--- config.mk ---
export PLATFORM = sky130hd
export DESIGN_NAME = fis_flash_seq
export DESIGN_NICKNAME = d
export VERILOG_FILES = /design/src/design/fis_pkg.sv /design/src/design/fis_seq_if.sv /design/src/design/fis_op_timer.sv /design/src/design/fis_bank_map.sv /design/src/design/fis_flash_seq.sv
export SDC_FILE = /design/constraint.sdc
export NUM_CORES = 1
export LEC_CHECK = 0
export ABC_AREA = 1
export BUFFER_PORTS_ARGS = -buffer_cell sky130_fd_sc_hd__clkbuf_2
export CAP_MARGIN = 40
export CORE_MARGIN = 10
export CORE_UTILIZATION = 45
export CTS_BUF_LIST = sky130_fd_sc_hd__clkbuf_4 sky130_fd_sc_hd__clkbuf_8
export DETAILED_ROUTE_END_ITERATION = 12
export HOLD_SLACK_MARGIN = 0.08
export PLACE_DENSITY = 0.75
export SYNTH_ARGS = -nofsm -noshare
export SYNTH_HDL_FRONTEND = slang
export SYNTH_SLANG_ARGS = --single-unit
--- constraint.sdc ---
create_clock -name core_clk -period 2.8 [get_ports core_clk]
set_input_delay 0.42 -clock core_clk [delete_from_list [all_inputs] [get_ports core_clk]]
set_output_delay 0.42 -clock core_clk [all_outputs]
set_load 0.05 [all_outputs]
--- src/design/fis_pkg.sv ---
// constants and types shared by the flash program sequencer
package fis_pkg;
  // ****************************************
  // register map
  // ****************************************
  localparam logic [7:0] CMD_STAT_ADDR = 8'hd5;
  localparam logic [7:0] DATA_PORT_ADDR = 8'hd6;
  localparam int BUSY_BIT = 7;
  localparam int ERR_BIT = 6;
  localparam int BANK_BIT = 4;
  localparam logic [3:0] CMD_RESET_VAL = 4'h0;
  localparam logic BUSY_N_RESET_VAL = 1'b1;
  localparam logic [7:0] DATA_RESET_VAL = 8'h00;

  // ****************************************
  // command codes
  // ****************************************
  localparam logic [3:0] CMD_READ_MODE = 4'h0;
  localparam logic [3:0] CMD_VFY_OPT = 4'h1;
  localparam logic [3:0] CMD_VFY_SEC = 4'h2;
  localparam logic [3:0] CMD_VFY_UPPER = 4'h3;
  localparam logic [3:0] CMD_VFY_BANK = 4'h4;
  localparam logic [3:0] CMD_FLIP_BANK = 4'h8;
  localparam logic [3:0] CMD_WR_OPT = 4'h9;
  localparam logic [3:0] CMD_WR_SEC = 4'ha;
  localparam logic [3:0] CMD_WR_UPPER = 4'hb;
  localparam logic [3:0] CMD_ER_OPT = 4'hc;
  localparam logic [3:0] CMD_ER_SEC = 4'hd;
  localparam logic [3:0] CMD_ER_UPPER = 4'he;
  localparam logic [3:0] CMD_SYS_RESET = 4'hf;

  // upper bank spans 2000h..3fffh: high address byte 001x_xxxx
  localparam logic [2:0] UPPER_HI_TAG = 3'h1;

  // ****************************************
  // timing
  // ****************************************
  localparam int CLK_PERIOD_NS = 50;
  localparam int PROG_TIME_NS = 100000;
  localparam int PROG_CYC = PROG_TIME_NS / CLK_PERIOD_NS;
  localparam int ERASE_TIME_US = 828000;
  localparam int ERASE_CYC = ERASE_TIME_US / CLK_PERIOD_NS * 1000;
  localparam int TMR_W = 25;

  typedef enum logic [1:0] {
    FIS_IDLE,
    FIS_VERIFY,
    FIS_RUN
  } fis_state_t;
endpackage

--- src/design/fis_seq_if.sv ---
// link between the sequencer, its operation timer and its bank map
`timescale 1ns/10ps
interface fis_seq_if;
  logic tmr_start;
  logic tmr_long;
  logic tmr_done;
  logic [12:0] map_off;
  logic [13:0] phys_addr;
  modport seq (output tmr_start, output tmr_long, output map_off, input tmr_done, input phys_addr);
  modport tmr (input tmr_start, input tmr_long, output tmr_done);
  modport map (input map_off, output phys_addr);
endinterface

--- src/design/fis_op_timer.sv ---
// self-timing counter for program and erase operations
`timescale 1ns/10ps
module fis_op_timer #(
  parameter int unsigned PROG_CYCLES = fis_pkg::PROG_CYC,
  parameter int unsigned ERASE_CYCLES = fis_pkg::ERASE_CYC
) (
  input wire logic core_clk,
  input wire logic reset,
  fis_seq_if.tmr seq
);
  logic [fis_pkg::TMR_W-1:0] count;
  logic running;

  // counts must fit the counter and be at least one cycle
  if (PROG_CYCLES < 1 || ERASE_CYCLES < 1 || ERASE_CYCLES >= (1 << fis_pkg::TMR_W) ||
      PROG_CYCLES >= (1 << fis_pkg::TMR_W)) begin : g_bad
    $error("operation cycle counts out of range");
  end

  // load on start, run down to zero, done on the last cycle
  always_ff @(posedge core_clk) begin
    if (reset) begin
      count <= '0;
      running <= 1'b0;
    end else if (seq.tmr_start) begin
      running <= 1'b1;
      count <= seq.tmr_long ? fis_pkg::TMR_W'(ERASE_CYCLES - 1) : fis_pkg::TMR_W'(PROG_CYCLES - 1);
    end else if (running) begin
      if (count == '0) begin
        running <= 1'b0;
      end else begin
        count <= count - 1'b1;
      end
    end
  end

  assign seq.tmr_done = running && (count == '0);
endmodule

--- src/design/fis_bank_map.sv ---
// bank map: which physical bank sits low, caught once after each reset
`timescale 1ns/10ps
module fis_bank_map (
  input wire logic core_clk,
  input wire logic reset,
  input wire logic bank_cell,
  output logic lower_bank_sel,
  fis_seq_if.map seq
);
  logic bank_lat;
  logic caught;

  // the cell is sampled after release, so a flip shows only after a reset
  always_ff @(posedge core_clk) begin
    if (reset) begin
      bank_lat <= 1'b0;
      caught <= 1'b0;
    end else if (!caught) begin
      bank_lat <= bank_cell;
      caught <= 1'b1;
    end
  end

  assign lower_bank_sel = bank_lat;
  // upper bank is always the physical bank not mapped low
  assign seq.phys_addr = {~bank_lat, seq.map_off};
endmodule

--- src/design/fis_flash_seq.sv ---
// in-application flash sequencer: command/status and address/data port
// ****************************************
// How it works
// command write enables flash and data port
// address/data bytes in, verify result out
// erase and program reach upper bank only
// bank cell picks lower bank at reset
// busy_n low from start until end or fail
// operation starts on its last data byte
// failure aborts, sets error; flags read-only
// lock bits never gate this path
// command field bits 3:0, zero is read mode
// 0001 reads option byte next cycle
// 0010 reads security byte at given address
// 0011 reads upper byte from two addresses
// 0100 returns bank cell in bit 4
// 1000 flips bank cell, 1111 resets system
// 1001 programs option byte from data
// 1010 programs security byte: address, data
// 1011 programs upper byte: hi, lo, data
// 1100 erases option byte to ffh
// 1101 erases whole security block to ffh
// 1110 erases whole upper bank to ffh
// reset clears command; software writes zero
// timed access only; ignored while busy
// ****************************************
`timescale 1ns/10ps
module fis_flash_seq #(
  parameter int unsigned ERASE_CYCLES = fis_pkg::ERASE_CYC
) (
  input wire logic core_clk,
  input wire logic reset,
  input wire logic [7:0] sfr_addr,
  input wire logic sfr_wr,
  input wire logic sfr_rd,
  input wire logic [7:0] sfr_wdata,
  output logic [7:0] sfr_rdata,
  input wire logic timed_access_ok,
  output logic arr_strobe,
  output logic [3:0] arr_op,
  output logic [13:0] arr_addr,
  output logic [7:0] arr_wdata,
  input wire logic [7:0] arr_rdata,
  input wire logic arr_fail,
  output logic arr_abort,
  input wire logic bank_cell,
  output logic lower_bank_sel,
  output logic sys_reset_req
);
  // ****************************************
  // functions
  // ****************************************
  // data bytes each command collects before it starts
  function automatic logic [1:0] need_bytes(input logic [3:0] cmd);
    unique case (cmd)
      fis_pkg::CMD_VFY_SEC, fis_pkg::CMD_WR_OPT: need_bytes = 2'd1;
      fis_pkg::CMD_VFY_UPPER, fis_pkg::CMD_WR_SEC: need_bytes = 2'd2;
      fis_pkg::CMD_WR_UPPER: need_bytes = 2'd3;
      default: need_bytes = 2'd0;
    endcase
  endfunction

  function automatic logic is_verify(input logic [3:0] cmd);
    is_verify = (cmd == fis_pkg::CMD_VFY_OPT) || (cmd == fis_pkg::CMD_VFY_SEC) ||
                (cmd == fis_pkg::CMD_VFY_UPPER) || (cmd == fis_pkg::CMD_VFY_BANK);
  endfunction


  function automatic logic is_erase(input logic [3:0] cmd);
    is_erase = (cmd == fis_pkg::CMD_ER_OPT) || (cmd == fis_pkg::CMD_ER_SEC) ||
               (cmd == fis_pkg::CMD_ER_UPPER);
  endfunction

  function automatic logic is_write(input logic [3:0] cmd);
    is_write = (cmd == fis_pkg::CMD_WR_OPT) || (cmd == fis_pkg::CMD_WR_SEC) ||
               (cmd == fis_pkg::CMD_WR_UPPER) || (cmd == fis_pkg::CMD_FLIP_BANK);
  endfunction

  // ****************************************
  // state
  // ****************************************
  fis_seq_if link ();
  fis_pkg::fis_state_t state;
  logic [3:0] command_code;
  logic op_busy_n;
  logic op_error_flag;
  logic [7:0] data_reg;
  logic [7:0] addr_hi;
  logic [7:0] addr_lo;
  logic [1:0] bytes_seen;
  logic cmd_wr;
  logic cmd_take;
  logic data_wr;
  logic last_byte;
  logic [3:0] eff_cmd;
  logic range_bad;
  logic go_verify;
  logic go_run;
  logic [12:0] next_off;

  fis_op_timer #(
    .PROG_CYCLES(fis_pkg::PROG_CYC),
    .ERASE_CYCLES(ERASE_CYCLES)
  ) u_timer (
    .core_clk(core_clk),
    .reset(reset),
    .seq(link.tmr)
  );

  fis_bank_map u_map (
    .core_clk(core_clk),
    .reset(reset),
    .bank_cell(bank_cell),
    .lower_bank_sel(lower_bank_sel),
    .seq(link.map)
  );

  // ****************************************
  // register access decode
  // ****************************************
  // command writes need the unlock window and an idle sequencer
  assign cmd_wr = sfr_wr && (sfr_addr == fis_pkg::CMD_STAT_ADDR);
  assign cmd_take = cmd_wr && timed_access_ok && op_busy_n && (state == fis_pkg::FIS_IDLE);
  assign eff_cmd = cmd_take ? sfr_wdata[3:0] : command_code;
  // data port only live under a non-zero command; bytes past a full set start a new set
  assign data_wr = sfr_wr && (sfr_addr == fis_pkg::DATA_PORT_ADDR) && (command_code != fis_pkg::CMD_READ_MODE) &&
                   (state == fis_pkg::FIS_IDLE) && (bytes_seen < need_bytes(command_code));
  assign last_byte = data_wr && ((bytes_seen + 2'd1) == need_bytes(command_code));
  // the first address byte of a bank write must sit in 20h..3fh
  assign range_bad = (command_code == fis_pkg::CMD_WR_UPPER) && (addr_hi[7:5] != fis_pkg::UPPER_HI_TAG);
  // lock bits are deliberately not consulted anywhere here
  assign go_verify = is_verify(eff_cmd) && (cmd_take ? (need_bytes(eff_cmd) == 2'd0) : last_byte);
  // the range check belongs to the bank write only, so a stale bad address never blocks a fresh command
  assign go_run = cmd_take ? (is_erase(eff_cmd) || eff_cmd == fis_pkg::CMD_FLIP_BANK)
                           : (last_byte && is_write(command_code) && !range_bad);
  // offset inside the upper bank, low address taken from this write when it is the second byte
  assign next_off = (command_code == fis_pkg::CMD_VFY_UPPER && last_byte) ? {addr_hi[4:0], sfr_wdata}
                                                                           : {addr_hi[4:0], addr_lo};
  assign link.map_off = next_off;
  assign link.tmr_start = go_run;
  assign link.tmr_long = is_erase(eff_cmd);

  // ****************************************
  // command field
  // ****************************************
  // cleared by every reset; only software brings it back to read mode
  always_ff @(posedge core_clk) begin
    if (reset) begin
      command_code <= fis_pkg::CMD_RESET_VAL;
    end else if (cmd_take) begin
      command_code <= sfr_wdata[3:0];
    end
  end

  // ****************************************
  // address bytes and byte count
  // ****************************************
  // a new command restarts collection; a full set rearms it
  always_ff @(posedge core_clk) begin
    if (reset) begin
      bytes_seen <= 2'd0;
      addr_hi <= 8'h00;
      addr_lo <= 8'h00;
    end else if (cmd_take || last_byte) begin
      bytes_seen <= 2'd0;
      if (last_byte && bytes_seen == 2'd1) begin
        addr_lo <= sfr_wdata;
      end
    end else if (data_wr) begin
      bytes_seen <= bytes_seen + 2'd1;
      if (bytes_seen == 2'd0) begin
        addr_hi <= sfr_wdata;
      end else begin
        addr_lo <= sfr_wdata;
      end
    end
  end

  // ****************************************
  // sequencer
  // ****************************************
  // one verify cycle, or a timed run that a failure cuts short
  always_ff @(posedge core_clk) begin
    if (reset) begin
      state <= fis_pkg::FIS_IDLE;
      op_busy_n <= fis_pkg::BUSY_N_RESET_VAL;
      arr_abort <= 1'b0;
    end else begin
      arr_abort <= 1'b0;
      unique case (state)
        fis_pkg::FIS_IDLE: begin
          if (go_run) begin
            state <= fis_pkg::FIS_RUN;
            op_busy_n <= 1'b0;
          end else if (go_verify) begin
            state <= fis_pkg::FIS_VERIFY;
          end
        end
        fis_pkg::FIS_VERIFY: begin
          state <= fis_pkg::FIS_IDLE;
        end
        fis_pkg::FIS_RUN: begin
          if (arr_fail) begin
            state <= fis_pkg::FIS_IDLE;
            op_busy_n <= 1'b1;
            arr_abort <= 1'b1;
          end else if (link.tmr_done) begin
            state <= fis_pkg::FIS_IDLE;
            op_busy_n <= 1'b1;
          end
        end
      endcase
    end
  end

  // ****************************************
  // error flag
  // ****************************************
  // set wins over the clear that a fresh command brings
  always_ff @(posedge core_clk) begin
    if (reset) begin
      op_error_flag <= 1'b0;
    end else if ((state == fis_pkg::FIS_RUN && arr_fail) || (last_byte && range_bad)) begin
      op_error_flag <= 1'b1;
    end else if (cmd_take) begin
      op_error_flag <= 1'b0;
    end
  end

  // ****************************************
  // array request
  // ****************************************
  // strobe is one cycle; the array reads combinationally under it
  always_ff @(posedge core_clk) begin
    if (reset) begin
      arr_strobe <= 1'b0;
      arr_op <= fis_pkg::CMD_READ_MODE;
      arr_addr <= 14'h0000;
      arr_wdata <= 8'h00;
    end else begin
      arr_strobe <= (go_run || go_verify) && eff_cmd != fis_pkg::CMD_VFY_BANK;
      if (go_run || go_verify) begin
        arr_op <= eff_cmd;
        unique case (eff_cmd)
          fis_pkg::CMD_VFY_UPPER, fis_pkg::CMD_WR_UPPER, fis_pkg::CMD_ER_UPPER:
            arr_addr <= link.phys_addr;
          fis_pkg::CMD_VFY_SEC: arr_addr <= {6'h00, sfr_wdata};
          fis_pkg::CMD_WR_SEC: arr_addr <= {6'h00, addr_hi};
          default: arr_addr <= 14'h0000;
        endcase
        arr_wdata <= sfr_wdata;
      end
    end
  end

  // system reset request pulses once per accepted 1111 (system reset) command
  always_ff @(posedge core_clk) begin
    if (reset) begin
      sys_reset_req <= 1'b0;
    end else begin
      sys_reset_req <= cmd_take && (sfr_wdata[3:0] == fis_pkg::CMD_SYS_RESET);
    end
  end

  // ****************************************
  // data register
  // ****************************************
  // verify data lands at the end of the cycle after the request
  always_ff @(posedge core_clk) begin
    if (reset) begin
      data_reg <= fis_pkg::DATA_RESET_VAL;
    end else if (state == fis_pkg::FIS_VERIFY) begin
      if (command_code == fis_pkg::CMD_VFY_BANK) begin
        data_reg <= 8'h00;
        data_reg[fis_pkg::BANK_BIT] <= bank_cell;
      end else begin
        data_reg <= arr_rdata;
      end
    end else if (data_wr) begin
      data_reg <= sfr_wdata;
    end
  end

  // ****************************************
  // read port
  // ****************************************
  // flags are read-only; bits 5:4 read as zero
  always_ff @(posedge core_clk) begin
    if (reset) begin
      sfr_rdata <= 8'h00;
    end else if (sfr_rd && sfr_addr == fis_pkg::CMD_STAT_ADDR) begin
      sfr_rdata <= {op_busy_n, op_error_flag, 2'b00, command_code};
    end else if (sfr_rd && sfr_addr == fis_pkg::DATA_PORT_ADDR) begin
      sfr_rdata <= (command_code != fis_pkg::CMD_READ_MODE) ? data_reg : 8'h00;
    end else begin
      sfr_rdata <= 8'h00;
    end
  end

  // ****************************************
  // checks
  // ****************************************
  busy_start_a: assert property (@(posedge core_clk) disable iff (reset) go_run |=> !op_busy_n)
    else $error("busy_n not low after start");
  busy_hold_a: assert property (@(posedge core_clk) disable iff (reset)
    (state == fis_pkg::FIS_RUN && !arr_fail && !link.tmr_done) |=> !op_busy_n)
    else $error("busy_n rose during operation");
  fail_error_a: assert property (@(posedge core_clk) disable iff (reset)
    (state == fis_pkg::FIS_RUN && arr_fail) |=> op_error_flag && op_busy_n && arr_abort)
    else $error("failure not reported");
  cmd_ignore_a: assert property (@(posedge core_clk) disable iff (reset)
    (cmd_wr && (!op_busy_n || !timed_access_ok)) |=> $stable(command_code))
    else $error("command taken while locked or busy");
  reset_clear_a: assert property (@(posedge core_clk) reset |=> command_code == 4'h0 && op_busy_n)
    else $error("reset did not clear command");
  upper_verify_a: assert property (@(posedge core_clk) disable iff (reset)
    (last_byte && command_code == fis_pkg::CMD_VFY_UPPER) |=> arr_strobe ##1 data_reg == $past(arr_rdata))
    else $error("upper verify data late");
  auto_start_a: assert property (@(posedge core_clk) disable iff (reset)
    (last_byte && command_code == fis_pkg::CMD_WR_UPPER && !range_bad) |=> arr_strobe && arr_addr[13] != lower_bank_sel)
    else $error("bank write not started in upper bank");
  bank_verify_a: assert property (@(posedge core_clk) disable iff (reset)
    (cmd_take && sfr_wdata[3:0] == fis_pkg::CMD_VFY_BANK) |=> ##1 data_reg[4] == $past(bank_cell))
    else $error("bank verify value wrong");
  data_gate_a: assert property (@(posedge core_clk) disable iff (reset)
    (sfr_wr && sfr_addr == fis_pkg::DATA_PORT_ADDR && command_code == 4'h0) |=> $stable(data_reg))
    else $error("data port written in read mode");
  // pulses and refusals that the bench only sees indirectly
  range_error_a: assert property (@(posedge core_clk) disable iff (reset)
    (last_byte && range_bad) |=> op_error_flag && !arr_strobe)
    else $error("lower bank write not refused");
  sys_reset_a: assert property (@(posedge core_clk) disable iff (reset)
    (cmd_take && sfr_wdata[3:0] == fis_pkg::CMD_SYS_RESET) |=> sys_reset_req)
    else $error("system reset not requested");
  strobe_pulse_a: assert property (@(posedge core_clk) disable iff (reset)
    arr_strobe |=> !arr_strobe)
    else $error("array strobe longer than one cycle");
  verify_idle_a: assert property (@(posedge core_clk) disable iff (reset)
    go_verify |=> op_busy_n)
    else $error("verify cleared busy_n");
  abort_pulse_a: assert property (@(posedge core_clk) disable iff (reset)
    arr_abort |=> !arr_abort)
    else $error("abort longer than one cycle");
  read_mode_a: assert property (@(posedge core_clk) disable iff (reset)
    (sfr_rd && sfr_addr == fis_pkg::DATA_PORT_ADDR && command_code == fis_pkg::CMD_READ_MODE) |=>
    sfr_rdata == 8'h00)
    else $error("data port readable in read mode");
endmodule

==> summary.md <==
| Metric | Value |
|---|---|
| Run status | complete, no violations |
| Via count | 4,974 |
| CTS sink count | 99 |
| Period utilisation layout | 90.8% |
| TritonCTS clock tree | built |
| Inserted Clock Buffers | 9 |
| Sw Share | roughly 28% |
| Largest register FFs | 25 |
| Post-Synth Simple-Gate Area | 32.4% |
| Synth area leader | dfxtp_1 |
| Die X | 126 um |
| YS warnings | 0 |
| Worst path arrival time | roughly 2800 ps |
| Setup ws final | 257 ps |
| Root Driver | clkbuf_8 |
| Clock latency on the worst-skew pair | 390 ps |
| Critical Path Sink Type | register |
| Top_reg_cell synth | dfxtp_1 |
| Crit path cell chain | inv_2 > nor2_2 > nand2_1 > nand2_1 > inv_1 > ha_1 > nand2_1 > nand2_1 > nor2_1 > nand3_1 > o21ai_2 > nand2_4 > nand2_2 > inv_2 > nor2_4 > a21oi_1 |
| Detailed Place HPWL | 10,400 um |
| H-Tree Depth | 3 |
| Multi-input logic area | 2600 um2 |
| Residual DRC count | 0 |
| Nets@finish | 846 |
| Adder-cell share of the synthesized area | 1.97% |
| Total core area | 10,900 um2 |
| Crit Path Max Fanout | 11 |
| Maxcap violations | 0 |
| Setup WS pre-CTS | 224 ps |
| Number of diodes | 0 |
| Final worst path period need | roughly 2500 ps |
| Cts hold-fix bufs | 0 |
| Worst Path Required | 3070 ps |
| Post-Syn Nets | 773 |
| First-pass GRT wire length | 22,900 um |
| Final setup fails | 0 |
| FILL cells | 1,123 |
| Async set-reset flop share out of synthesis | 0% |
| GR Util All Layers | 17.2% |
| Routability cong. | 0.891 |
| Die Y | 126 um |
| Pwr/cell area | approximately 500 nW/um2 |
| Pre-antenna DRT Iters | 5 |
| Peak supply drop | 449 uV |
| Starting Density | 46.4% |
| Top-count cell post-synth | nand2_1 |
| XOR/XNOR share of the synthesized area | 2.94% |
| Largest regs | u_timer.count x25, arr_addr x14 |
| Worst Hold Class | in2reg |
| Post-Syn Area per Cell | just under 7 um2 |
| Sequential share of power | 51.1% |
| Layout cells sized above 1 | 17.1% |
| Combinational fraction of design power | roughly an eighth |
| Largest Register | u_timer.count |
| Num rows | 38 |
| Cell mode on critical path | nand2_1 |
| Syn-to-layout area delta | 14.9% |
| DIE AREA | 15,900 um2 |
| Flops & latches, synth | 99 |
| CP Class | reg2reg |
| Lkg Pwr | 2.73 nW |
| Cell variety after synth | 37 |
| Complex-gate fraction of the synthesized area | 13.6% |
| Clock group share of total power | 35.6% |
| Vias in the first global route | around 4,600 |
| Most frequent cells after synthesis | 159 x nand2_1, 99 x dfxtp_1, 95 x inv_1 |
| Routed len/inst | 14.5 um |
| Largest family of logic cells by synthesized area | simple AND/OR/NAND/NOR gates |
| Total gr overflow | 0 |
| Clk slew on worst S/H paths | 100 ps |
| Final slew viol count | 0 |
| Initial DRC Count | 393 |
| CTS max path bufs | 2 |
| NetSw | ~0.00082 W |
| Cell internal pwr | around 0.0021 W |
| TNS Setup | 0 ps |
| Post-synth top area share | 39.1% |
| Worst-case clock skew | 13.1 ps |
| Worst slew margin | 64.8% |
| Hold Vio Cnt, Final | 0 |
| IO Pins | 69 |
| Synth Instances | 734 |
| PortBufs | 68 |
| Crit path launch type | register |
| Main area contributors after synthesis | dfxtp_1 39%, nand2_1 12%, inv_1 7.0% |
| Critical path's slowest cell | dfxtp_1 |
| Largest net degree at the start of global routing | 45 |
| Synth Cell Area | 5070 um2 |
| Register area share after synthesis | 39.1% |
| Via density | 5.22 |
| Final WL | 13,800 um |
| FF/Latch Area | ~2000 um2 |
| Mux cell area share after synthesis | 0% |
| Crit-path max cell delay | 400 ps |
| Actual slew at the worst max-slew pin | 526 ps |
| Routed Antenna Nets | 0 |
| RSZ-0062 raised after global routing | false |
| Max Fclk | 0.393 GHz |
| Number of synthesized flops with an enable pin | 0 |
| Antenna violations before repair | 0 |
| Overall power | 0.00293 W |
[final timing paths]
check | start | endpoint | slack [ps] | cells after the start
worst min register to register | u_map.caught | u_map.lower_bank_sel | 430 | 1
worst max register to register | command_code[3] | u_timer.count[11] | 260 | 16
worst min-delay path | arr_fail | arr_abort | 290 | 3
worst max-delay path | command_code[3] | u_timer.count[11] | 260 | 16
[metal layers]
layer	up-vias	track usage, %	share of wire [%]
li1	2524	-	-
met1	2289	21.7	44
met2	145	28.2	48
met3	16	4.78	6.7
met4	0	4.22	1.3
met5	-	0	0
[stage by stage]
step / area, um2 / instances / utilization, % / hold slack, ps
finish: 5830 / 952 / 53.3 / 291
global placement: 5550 / 932 / 50.8 / 413
CTS: 5770 / 948 / 52.8 / 278
detailed placement: 5550 / 932 / 50.8 / 421
global route: 5830 / 952 / 53.3 / 301
floorplan: 5070 / 734 / - / 405
[cell usage in the layout, fill, tap and decap left out, types with 3 or more instances in the layout]
master    synthesis  routed
clkbuf_8          0       9
o21ai_0          23      23
a211oi_1          8       8
inv_1            95      95
nor3_1            7       7
xnor2_1           3       3
nand2_2          11      11
ha_1              8       8
a32oi_1           3       3
nand3_2           3       4
dfxtp_1          99      99
a31oi_1          11      11
nand4_1          15      15
o21ai_1          21      21
nor2_4            4       4
xor2_1           14      14
clkbuf_2          0      68
nand2_1         159     159
or2_2             4       4
a21oi_1          47      47
buf_4             1      14
nor2_2            2       5
nand3_1          68      67
nor2_1           87      84
inv_2             4       4
nand3b_1          3       3
o21ai_2           3       3
[final cells by class]
| type | instances | share of cell area (%) |
|---|---|---|
| Clock buffer | 9 | 2.13 |
| Inverter | 100 | 6.49 |
| Tap cell | 140 | 3.01 |
| Multi-Input combinational cell | 514 | 44.7 |
| Timing Repair Buffer | 83 | 7.99 |
| Sequential cell | 99 | 34.0 |
| Clock inverter | 7 | 1.72 |
[power by group through the flow]
stage                     combinational [W]  sequential [W]  clock (W)
final                              0.000390         0.00150    0.00104
after global routing               0.000444         0.00150    0.00112
after CTS                          0.000386         0.00150    0.00106
after detailed placement           0.000384         0.00153          0
after global placement             0.000382         0.00153          0
after floorplan                    0.000274         0.00153          0
[repair_timing]
action,4_1_cts,5_1_grt
setup buffers,0,4
resized for setup,0,5
endpoints found under the setup margin,0,20
[worst max-delay path: cells and delay by family, from the launching register on]
family	cells	cell delay, ps
AND/OR/NAND/NOR	10	1270
buffers and inverters	3	190
flip-flops	1	400
AO/OA/AOI/OAI	2	330
adder cells (fa/ha/maj)	1	260
[cells by family (layout without fill, tap and decap cells)]
family | count (synthesis) | count (layout)
XOR/XNOR | 17 | 17
adder cells (fa/ha/maj) | 8 | 8
AND/OR/NAND/NOR | 367 | 367
buffers and inverters | 121 | 199
AO/OA/AOI/OAI | 122 | 122
flip-flops | 99 | 99
Note: power is estimated with default switching activity, not from simulation.
